**src/dtc_pkg.sv**
```systemverilog
package dtc_pkg;

    // ------------------------------------------------------------
    // Register addresses
    // ------------------------------------------------------------
    localparam logic [7:0] ADDR_CTRL   = 8'h88;
    localparam logic [7:0] ADDR_MODE   = 8'h89;
    localparam logic [7:0] ADDR_A_LOW  = 8'h8A;
    localparam logic [7:0] ADDR_B_LOW  = 8'h8B;
    localparam logic [7:0] ADDR_A_HIGH = 8'h8C;
    localparam logic [7:0] ADDR_B_HIGH = 8'h8D;

    localparam logic [7:0] CTRL_RESET  = 8'h00;
    localparam logic [7:0] MODE_RESET  = 8'h00;
    localparam logic [7:0] COUNT_RESET = 8'h00;

    // ------------------------------------------------------------
    // Field positions
    // ------------------------------------------------------------
    localparam int CTL_IT_A  = 0;
    localparam int CTL_IE_A  = 1;
    localparam int CTL_TR_A  = 4;
    localparam int CTL_TF_A  = 5;
    localparam int CTL_STEP  = 2;
    localparam int MODE_LO   = 0;
    localparam int MODE_CT   = 2;
    localparam int MODE_GATE = 3;
    localparam int NIBBLE_W  = 4;
    localparam int PRESC_W   = 5;

    // ------------------------------------------------------------
    // Timing
    // ------------------------------------------------------------
    localparam int OSC_PER_MC = 6;

    typedef enum logic [1:0] {
        MODE_13BIT  = 2'b00,
        MODE_16BIT  = 2'b01,
        MODE_RELOAD = 2'b10,
        MODE_SPLIT  = 2'b11
    } dtc_mode_t;

    typedef struct packed {
        logic [7:0]      ctrl;
        logic [7:0]      mode;
        logic [1:0][7:0] low;
        logic [1:0][7:0] high;
        logic [7:0]      rdData;
        logic            baudTick;
    } dtc_state_t;

endpackage

```
**src/dtc_pin_if.sv**
```systemverilog
`timescale 1ns/1ps
interface dtc_pin_if;
    logic       mcEn;
    logic [1:0] cntFall;
    logic [1:0] intLvl;
    logic [1:0] intFall;

    modport src (output mcEn, output cntFall, output intLvl, output intFall);
    modport dst (input mcEn, input cntFall, input intLvl, input intFall);
endinterface

```
**src/dtc_pin_sampler.sv**
```systemverilog
`timescale 1ns/1ps
module dtc_pin_sampler (
    input  wire logic       mclk,
    input  wire logic       arst_n,
    input  wire logic [1:0] countPin,
    input  wire logic [1:0] extIrqPin,
    dtc_pin_if.src          pins
);

    typedef struct packed {
        logic [2:0] div;
        logic [3:0] sync1;
        logic [3:0] sync2;
        logic [1:0] cntSamp;
        logic [1:0] intPrev;
        logic       mcEn;
        logic [1:0] cntFall;
        logic [1:0] intFall;
    } dtc_samp_t;

    localparam logic [2:0] DIV_LAST = 3'(dtc_pkg::OSC_PER_MC - 1);

    // Pins idle high, so the synchronisers start high and reset raises no level interrupt.
    localparam dtc_samp_t SAMP_RESET = '{sync1: 4'hF, sync2: 4'hF, cntSamp: 2'b11, intPrev: 2'b11, default: '0};

    dtc_samp_t s_q;
    dtc_samp_t s_d;

    // ------------------------------------------------------------
    // Sampling
    // ------------------------------------------------------------
    // The first sync stage feeds only the second; every decision uses the second stage.
    always_comb begin
        s_d = s_q;
        s_d.sync1 = {extIrqPin, countPin};
        s_d.sync2 = s_q.sync1;
        s_d.div = (s_q.div == DIV_LAST) ? 3'h0 : s_q.div + 3'h1;
        s_d.mcEn = (s_q.div == DIV_LAST); // [RULE3]
        s_d.intPrev = s_q.sync2[3:2];
        s_d.intFall = s_q.intPrev & ~s_q.sync2[3:2];
        s_d.cntFall = 2'b00;
        if (s_q.div == DIV_LAST) begin
            // Count pins are looked at once per machine cycle, so short glitches are missed.
            s_d.cntSamp = s_q.sync2[1:0]; // [RULE4]
            s_d.cntFall = s_q.cntSamp & ~s_q.sync2[1:0]; // [RULE4]
        end
    end

    always_ff @(posedge mclk or negedge arst_n) begin
        if (!arst_n) begin
            s_q <= SAMP_RESET;
        end else begin
            s_q <= s_d;
        end
    end

    assign pins.mcEn    = s_q.mcEn;
    assign pins.cntFall = s_q.cntFall;
    assign pins.intLvl  = s_q.sync2[3:2];
    assign pins.intFall = s_q.intFall;

endmodule

```
**src/dtc_timer_pair.sv**
```systemverilog
`timescale 1ns/1ps
// Functional notes
// [RULE1] Gate set: counter runs only while its irq pin is high and run bit set.
// [RULE2] Select bit clear counts machine cycles; set counts count-pin events.
// [RULE3] Timer mode increments once per machine cycle of six clocks.
// [RULE4] Count pin sampled per machine cycle; high then low sample increments.
// [RULE5] Two-bit mode field picks 13-bit, 16-bit, auto-reload or split mode.
// [RULE6] Mode 0 counts high byte plus low five bits as prescaler.
// [RULE7] Wrap from all ones to zero sets the counter's overflow flag.
// [RULE8] Setting a run bit never alters the held count.
// [RULE9] Gate of counter B is mode bit 7, of counter A bit 3.
// [RULE10] Mode 1 is a 16-bit counter, otherwise like mode 0.
// [RULE11] Mode 2 reloads low byte from high byte on overflow, high unchanged.
// [RULE12] Counter B in mode 3 stops and holds as if not running.
// [RULE13] Counter A mode 3: low byte is 8-bit counter with A controls.
// [RULE14] Counter A mode 3: high byte counts cycles, B run bit, B flag.
// [RULE15] With A in mode 3, B runs unless in mode 3; overflows feed baud.
// [RULE16] Overflow flags at control bits 7 and 5, set by hardware, cleared by ack/software.
// [RULE17] Run bits at control bits 6 and 4 are software written.
// [RULE18] External flags at bits 3 and 1 set on detect, cleared by ack/software.
// [RULE19] Type bits at 2 and 0 pick edge or level triggering.
// [RULE20] Type one selects falling edge, zero selects low level.
// [RULE21] Mode nibble holds gate, select, two-bit mode; upper nibble is counter B.
// [RULE22] Reset clears both control registers and both counters.
module dtc_timer_pair (
    input  wire logic       mclk,
    input  wire logic       arst_n,
    input  wire logic [7:0] regAddr,
    input  wire logic [7:0] regWrData,
    input  wire logic       regWr,
    input  wire logic       regRd,
    output logic      [7:0] regRdData,
    input  wire logic       countPinA,
    input  wire logic       countPinB,
    input  wire logic       extIrqPinA,
    input  wire logic       extIrqPinB,
    input  wire logic       ovfAckA,
    input  wire logic       ovfAckB,
    input  wire logic       extAckA,
    input  wire logic       extAckB,
    output logic            counterAOverflowFlag,
    output logic            counterBOverflowFlag,
    output logic            extIrqAFlag,
    output logic            extIrqBFlag,
    output logic            baudTick
);

    // ------------------------------------------------------------
    // Pin sampling
    // ------------------------------------------------------------
    dtc_pin_if pinIf ();

    dtc_pin_sampler u_sampler (
        .mclk      (mclk),
        .arst_n    (arst_n),
        .countPin  ({countPinB, countPinA}),
        .extIrqPin ({extIrqPinB, extIrqPinA}),
        .pins      (pinIf.src)
    );

    dtc_pkg::dtc_state_t s_q;
    dtc_pkg::dtc_state_t s_d;
    logic [1:0]          ovfSet;
    logic [1:0]          extSet;
    logic [1:0]          ovfAck;
    logic [1:0]          extAck;

    assign ovfAck = {ovfAckB, ovfAckA};
    assign extAck = {extAckB, extAckA};

    // ------------------------------------------------------------
    // Next state
    // ------------------------------------------------------------
    always_comb begin
        logic              gate;
        logic              sel;
        logic              run;
        logic              tick;
        logic              en;
        logic              wrap;
        logic              aSplit;
        logic [12:0]       c13;
        logic [15:0]       c16;
        dtc_pkg::dtc_mode_t md;
        gate   = 1'b0;
        sel    = 1'b0;
        run    = 1'b0;
        tick   = 1'b0;
        en     = 1'b0;
        wrap   = 1'b0;
        c13    = '0;
        c16    = '0;
        md     = dtc_pkg::MODE_13BIT;
        s_d    = s_q;
        ovfSet = 2'b00;
        extSet = 2'b00;
        s_d.baudTick = 1'b0;
        s_d.rdData   = 8'h00;
        aSplit = (s_q.mode[dtc_pkg::MODE_LO +: 2] == dtc_pkg::MODE_SPLIT); // [RULE5]

        for (int i = 0; i < 2; i++) begin
            gate = s_q.mode[i * dtc_pkg::NIBBLE_W + dtc_pkg::MODE_GATE]; // [RULE9] [RULE21]
            sel  = s_q.mode[i * dtc_pkg::NIBBLE_W + dtc_pkg::MODE_CT]; // [RULE21]
            md   = dtc_pkg::dtc_mode_t'(s_q.mode[i * dtc_pkg::NIBBLE_W + dtc_pkg::MODE_LO +: 2]); // [RULE5]
            run  = s_q.ctrl[dtc_pkg::CTL_TR_A + i * dtc_pkg::CTL_STEP]; // [RULE17]
            // While A is split, B's run bit belongs to A's high byte, so B runs on its mode alone.
            if (i == 1 && aSplit) begin
                run = 1'b1; // [RULE15]
            end
            if (i == 1 && md == dtc_pkg::MODE_SPLIT) begin
                run = 1'b0; // [RULE12]
            end
            tick = sel ? pinIf.cntFall[i] : pinIf.mcEn; // [RULE2] [RULE3] [RULE4]
            en   = run && (!gate || pinIf.intLvl[i]) && tick; // [RULE1] [RULE13]
            wrap = 1'b0;
            if (en) begin
                unique case (md)
                    dtc_pkg::MODE_13BIT: begin
                        // Upper three low-byte bits are left as they are and mean nothing here.
                        c13 = {s_q.high[i], s_q.low[i][dtc_pkg::PRESC_W-1:0]} + 13'h0001; // [RULE6]
                        s_d.high[i] = c13[12:dtc_pkg::PRESC_W];
                        s_d.low[i][dtc_pkg::PRESC_W-1:0] = c13[dtc_pkg::PRESC_W-1:0];
                        wrap = (c13 == 13'h0000); // [RULE7]
                    end
                    dtc_pkg::MODE_16BIT: begin
                        c16 = {s_q.high[i], s_q.low[i]} + 16'h0001; // [RULE10]
                        s_d.high[i] = c16[15:8];
                        s_d.low[i]  = c16[7:0];
                        wrap = (c16 == 16'h0000); // [RULE7]
                    end
                    dtc_pkg::MODE_RELOAD: begin
                        wrap = (s_q.low[i] == 8'hFF);
                        s_d.low[i] = wrap ? s_q.high[i] : s_q.low[i] + 8'h01; // [RULE11]
                    end
                    dtc_pkg::MODE_SPLIT: begin
                        s_d.low[i] = s_q.low[i] + 8'h01; // [RULE13]
                        wrap = (s_q.low[i] == 8'hFF);
                    end
                endcase
            end
            if (wrap) begin
                if (i == 1) begin
                    s_d.baudTick = 1'b1; // [RULE15]
                end
                if (!(i == 1 && aSplit)) begin
                    ovfSet[i] = 1'b1; // [RULE7]
                end
            end
        end

        // Split high byte of A: machine cycles only, no gate, B's run bit and flag.
        if (aSplit && s_q.ctrl[dtc_pkg::CTL_TR_A + dtc_pkg::CTL_STEP] && pinIf.mcEn) begin
            s_d.high[0] = s_q.high[0] + 8'h01; // [RULE14]
            if (s_q.high[0] == 8'hFF) begin
                ovfSet[1] = 1'b1; // [RULE14]
            end
        end

        // A write to a count byte overrides an increment landing in the same cycle.
        if (regWr) begin
            unique case (regAddr)
                dtc_pkg::ADDR_CTRL:   s_d.ctrl = regWrData; // [RULE8] [RULE17]
                dtc_pkg::ADDR_MODE:   s_d.mode = regWrData;
                dtc_pkg::ADDR_A_LOW:  s_d.low[0] = regWrData;
                dtc_pkg::ADDR_B_LOW:  s_d.low[1] = regWrData;
                dtc_pkg::ADDR_A_HIGH: s_d.high[0] = regWrData;
                dtc_pkg::ADDR_B_HIGH: s_d.high[1] = regWrData;
                default: ;
            endcase
        end
        if (regRd) begin
            unique case (regAddr)
                dtc_pkg::ADDR_CTRL:   s_d.rdData = s_q.ctrl;
                dtc_pkg::ADDR_MODE:   s_d.rdData = s_q.mode;
                dtc_pkg::ADDR_A_LOW:  s_d.rdData = s_q.low[0];
                dtc_pkg::ADDR_B_LOW:  s_d.rdData = s_q.low[1];
                dtc_pkg::ADDR_A_HIGH: s_d.rdData = s_q.high[0];
                dtc_pkg::ADDR_B_HIGH: s_d.rdData = s_q.high[1];
                default:              s_d.rdData = 8'h00;
            endcase
        end

        // Clears first, sets last, so an event in the clearing cycle is kept.
        for (int i = 0; i < 2; i++) begin
            if (ovfAck[i]) begin
                s_d.ctrl[dtc_pkg::CTL_TF_A + i * dtc_pkg::CTL_STEP] = 1'b0; // [RULE16]
            end
            if (extAck[i]) begin
                s_d.ctrl[dtc_pkg::CTL_IE_A + i * dtc_pkg::CTL_STEP] = 1'b0; // [RULE18]
            end
            extSet[i] = s_q.ctrl[dtc_pkg::CTL_IT_A + i * dtc_pkg::CTL_STEP]
                      ? pinIf.intFall[i] : !pinIf.intLvl[i]; // [RULE19] [RULE20]
            if (ovfSet[i]) begin
                s_d.ctrl[dtc_pkg::CTL_TF_A + i * dtc_pkg::CTL_STEP] = 1'b1; // [RULE16]
            end
            if (extSet[i]) begin
                s_d.ctrl[dtc_pkg::CTL_IE_A + i * dtc_pkg::CTL_STEP] = 1'b1; // [RULE18]
            end
        end
    end

    // ------------------------------------------------------------
    // State register
    // ------------------------------------------------------------
    always_ff @(posedge mclk or negedge arst_n) begin
        if (!arst_n) begin
            s_q.ctrl     <= dtc_pkg::CTRL_RESET; // [RULE22]
            s_q.mode     <= dtc_pkg::MODE_RESET; // [RULE22]
            s_q.low      <= {2{dtc_pkg::COUNT_RESET}}; // [RULE22]
            s_q.high     <= {2{dtc_pkg::COUNT_RESET}}; // [RULE22]
            s_q.rdData   <= 8'h00;
            s_q.baudTick <= 1'b0;
        end else begin
            s_q <= s_d;
        end
    end

    assign regRdData            = s_q.rdData;
    assign counterAOverflowFlag = s_q.ctrl[dtc_pkg::CTL_TF_A];
    assign counterBOverflowFlag = s_q.ctrl[dtc_pkg::CTL_TF_A + dtc_pkg::CTL_STEP];
    assign extIrqAFlag          = s_q.ctrl[dtc_pkg::CTL_IE_A];
    assign extIrqBFlag          = s_q.ctrl[dtc_pkg::CTL_IE_A + dtc_pkg::CTL_STEP];
    assign baudTick             = s_q.baudTick;
endmodule

```
**config.mk**
```make
export PLATFORM = sky130hd
export DESIGN_NAME = dtc_timer_pair
export DESIGN_NICKNAME = d
export VERILOG_FILES = /design/src/dtc_pkg.sv /design/src/dtc_pin_if.sv /design/src/dtc_pin_sampler.sv /design/src/dtc_timer_pair.sv
export SDC_FILE = /design/constraint.sdc
export NUM_CORES = 1
export LEC_CHECK = 0
export BUFFER_PORTS_ARGS = -buffer_cell sky130_fd_sc_hd__buf_2
export CAP_MARGIN = 10
export CORE_MARGIN = 1
export CORE_UTILIZATION = 45
export DETAILED_ROUTE_END_ITERATION = 8
export HOLD_SLACK_MARGIN = 0.02
export PLACE_DENSITY = 0.65
export REMOVE_ABC_BUFFERS = 1
export SETUP_SLACK_MARGIN = 0.5
export SYNTH_ARGS = -nofsm -noshare
export SYNTH_HDL_FRONTEND = slang
export SYNTH_SLANG_ARGS = --single-unit
export TNS_END_PERCENT = 100
```
**constraint.sdc**
```tcl
create_clock -name mclk -period 4.6 [get_ports mclk]
set_input_delay 0 -clock mclk [delete_from_list [all_inputs] [get_ports mclk]]
set_output_delay 0 -clock mclk [all_outputs]
set_load 0.02 [all_outputs]
```
==> out/qor.yml <==
grt:
  globalRouteMet3Util: 0.05260
  grtUsageMet1: 0.3392
  grt_start_max_net_pins: 78
  antenna_found_initial: 0
  grt_pass1_wl_um: 23140
  gr-usage-met2: 0.4187
  grt.busiest_layer: "met2"
  gr-total-overflow: 0
  grt_util_all_layers: 0.2602
  grt_pass1_vias: 4396
routing:
  detail_route.wl_per_cell_um: 18.67
  drt-initial-drc-count: 354
  via_per_inst: 6.004
  drc: 0
  vias: 4569
  drt_pre_antenna_iters: 6
  ant_nets: 0
  wl_um: 14210
die:
  die_h_um: 108.9
  dieArea_um2: 11860
  die_x_um: 108.9
  fp.coreArea_um2: 10980
  ios: 41
  start_util: 0.4682
  rows: 38
timing:
  slew_headroom: 0.3301
  fin_skew_ns: 0.007849
  finalCritPeriodShare: 0.5910
  finalHoldViolCount: 0
  fin_crit_ns: 2.719
  maxSlewViolCount: 0
  setup_violations: 0
  fmax_mhz: 367.8
  rsz0062_at_grt: "no"
  setup_tns_ns: 0
  finalHoldWorstSlack_ns: 0.1086
  timing.final.ws_setup_ns: 1.881
  worstMarginPinSlew_ns: 1.001
setup_path:
  worst_path_max_delay_cell: "a2111oi_0"
  cp-end-kind: "flop"
  max_stage_delay_ns: 0.53
  cp_cell_sequence: "ha_1 -> and4_1 -> and2_1 -> o21ai_1 -> a2111oi_0 -> nor3b_1 -> a31oi_1 -> o31ai_2"
  cp_top_family: "compound AO/OA/AOI/OAI gates"
  path_buf_inv: 0
  critical_path_class: "flop to flop"
  crit_fanout: 8
  critPathRequiredTime_ns: 4.86
  timing.critical_path.from_type: "flop"
  arrival_ns: 2.98
finish:
  num-fill-cells: 964
  layout_commonest_cell: "nand2_1"
  diodes: 0
  area_delta_synth_final_pct: 12.53
  register_area_um2: 1942
  nNetsFinal: 649
  final_cell_mix: "nand2_1, dfrtp_1, nor2_1, a21oi_1, buf_2"
  layout-drive-gt1-share: 0.1626
  multiInputGateArea_um2: 2904
place:
  dp_slack_ns: 1.925
  io_buffers: 40
  place_congestion: 0.9753
  dp_hpwl_um: 10100
logic_synthesis:
  ys.flop_type: "dfrtp_1"
  synth.avg_cell_area_um2: 8.556
  ys_types: 58
  ys_ff_latch: 77
  synth-edff-count: 0
  synth_warnings: 0
  synth_area_um2: 5142
  syn_inst: 601
  synthArstFlopShare: 1.000
  synth-seq-area-share: 0.3776
power:
  irDropWorstVdd_v: 0.0003295
  switching_share: 0.3700
  seq_power_share: 0.367
  combPwrFrac: 0.317
  p_int_w: 0.001573
  power.density_nw_per_um2: 431.6
  power_frac_clock: 0.316
  p_leak_nw: 2.409
  power_switching_w: 0.0009243
clock_tree:
  cts_htree_levels: 3
  clk_pin_slew_ns: 0.06
  cts_tree: "done"
  cts_buffers: 9
  worstSkewPairLatency_ns: 0.35
  cts_sinks: 77
  cts_root_buffer: "clkbuf_16"
  clockBufferDepth: 2
  cts_resized: 0
flow_run:
  max-cap-violations: 0
outcome:
  status: "complete, no violations"
min_path:
  hold_path_class: "input port to flop"
## layer usage
metal | vias up | wire (µm) | share of wire
li1 | 2177 | - | -
met1 | 2191 | 6100 | 0.43
met2 | 169 | 6887 | 0.48
met3 | 32 | 829 | 0.058
met4 | 0 | 391 | 0.028
met5 | - | 0 | 0
## tightest hold or removal path, delay by kind of cell
| family | cells | cell delay [ns] |
|---|---|---|
| AO/OA/AOI/OAI | 1 | 0.14 |
| buffers and inverters | 1 | 0.14 |
| AND/OR/NAND/NOR | 1 | 0.14 |
## power by group through the flow
stage	Sequential, W	Clock, W	Combinational, W
6_report	0.000916	0.000790	0.000792
5_1_grt	0.000929	0.000835	0.000886
4_1_cts	0.000908	0.000804	0.000783
3_5_place_dp	0.000920	0	0.000763
3_3_place_gp	0.000917	0	0.000756
2_1_floorplan	0.000863	0	0.000595
## repair_timing
action                     CTS  global route
setup buffers                0             0
hold buffers                18             0
hold endpoints to repair   109             0
setup endpoints to repair    0             0
## layout make-up
cell class,instances,share of cell area
clock buffer,9,0.03892
inverter,12,0.007784
multi-input combinational,457,0.5018
clock inverter,7,0.01816
tap,140,0.03027
sequential,77,0.3356
timing repair buffer,59,0.06746
## cell families (layout without fill, tap and decap cells)
logic type	count (synthesis)	after routing	share of synthesized area
muxes	51	51	0.1056
AOI/OAI and AO/OA	143	143	0.1698
xor gates and xnor gates	29	29	0.04939
DFF	77	77	0.3776
buffers and inverters	67	87	0.05766
adders and majority gates	5	5	0.01217
and+or+nand+nor	229	229	0.2277
## stage by stage
step           power, W  utilization  instance area, µm²  std cells
2_1_floorplan  0.001458            -                4891        546
3_3_place_gp   0.001673       0.4804                5276        727
3_5_place_dp   0.001683       0.4804                5276        727
4_1_cts        0.002494       0.5269                5787        761
5_1_grt        0.002650       0.5269                5787        761
6_report       0.002498       0.5269                5787        761
## state kept, by name, indices dropped and copies added (netlist names)
register,flops
counterAOverflowFlag,1
u_sampler.pins.cntFall,2
u_sampler.s_d,4
baudTick,1
u_sampler.s_q,9
u_sampler.pins.intFall,2
u_sampler.pins.intLvl,2
s_q,44
extIrqAFlag,1
counterBOverflowFlag,1
regRdData,8
u_sampler.pins.mcEn,1
extIrqBFlag,1
## synth_stat cells (3+ instances only)
| library cell | instances | area (µm²) |
|---|---|---|
| nand2_1 | 67 | 251.5 |
| dfrtp_1 | 65 | 1627 |
| nor2_1 | 43 | 161.4 |
| a21oi_1 | 42 | 210.2 |
| clkbuf_1 | 34 | 127.6 |
| mux2_2 | 26 | 292.8 |
| o21ai_1 | 26 | 130.1 |
| mux2i_1 | 25 | 250.2 |
| nor3_1 | 19 | 95.09 |
| nand3_1 | 18 | 90.09 |
| o21ai_0 | 18 | 90.09 |
| xnor2_1 | 17 | 148.9 |
| nand4_1 | 16 | 100.1 |
| nor2b_1 | 14 | 87.58 |
| dfstp_2 | 12 | 315.3 |
| inv_1 | 12 | 45.04 |
| xor2_1 | 12 | 105.1 |
| o22ai_1 | 11 | 68.82 |
| buf_4 | 10 | 75.07 |
| a22oi_1 | 8 | 60.06 |
| a211oi_1 | 7 | 52.55 |
| and3_1 | 6 | 37.54 |
| buf_2 | 6 | 30.03 |
| nand2b_1 | 6 | 37.54 |
| nor4_1 | 6 | 37.54 |
| and4_1 | 5 | 43.79 |
| buf_1 | 5 | 18.77 |
| ha_1 | 5 | 62.56 |
| nor3b_1 | 5 | 37.54 |
| or3_1 | 5 | 31.28 |
| and2_1 | 4 | 25.02 |
| or4_1 | 4 | 30.03 |
| a21o_1 | 3 | 22.52 |
| a31oi_1 | 3 | 18.77 |
| nand4b_1 | 3 | 26.28 |
| nor3_2 | 3 | 30.03 |
## path summary, 6_finish.rpt
check                           slack [ns]                  startpoint  cells past startpoint                                to
min in group asynchronous             0.37                      arst_n                      2                 s_q[18]$_DFF_PN0_
worst max register to register        1.88           s_q[33]$_DFF_PN0_                      8  counterBOverflowFlag$_DFFE_PN0P_
worst min register to register        0.36  u_sampler.s_d[9]$_DFF_PN1_                      0        u_sampler.s_q[9]$_DFF_PN1_
worst min-delay path                  0.11                       regWr                      3                 s_q[32]$_DFF_PN0_
max in group asynchronous             3.62                      arst_n                      2            regRdData[2]$_DFF_PN0_
worst max-delay path                  1.88           s_q[33]$_DFF_PN0_                      8  counterBOverflowFlag$_DFFE_PN0P_
Power figures use the tool's default switching activity.
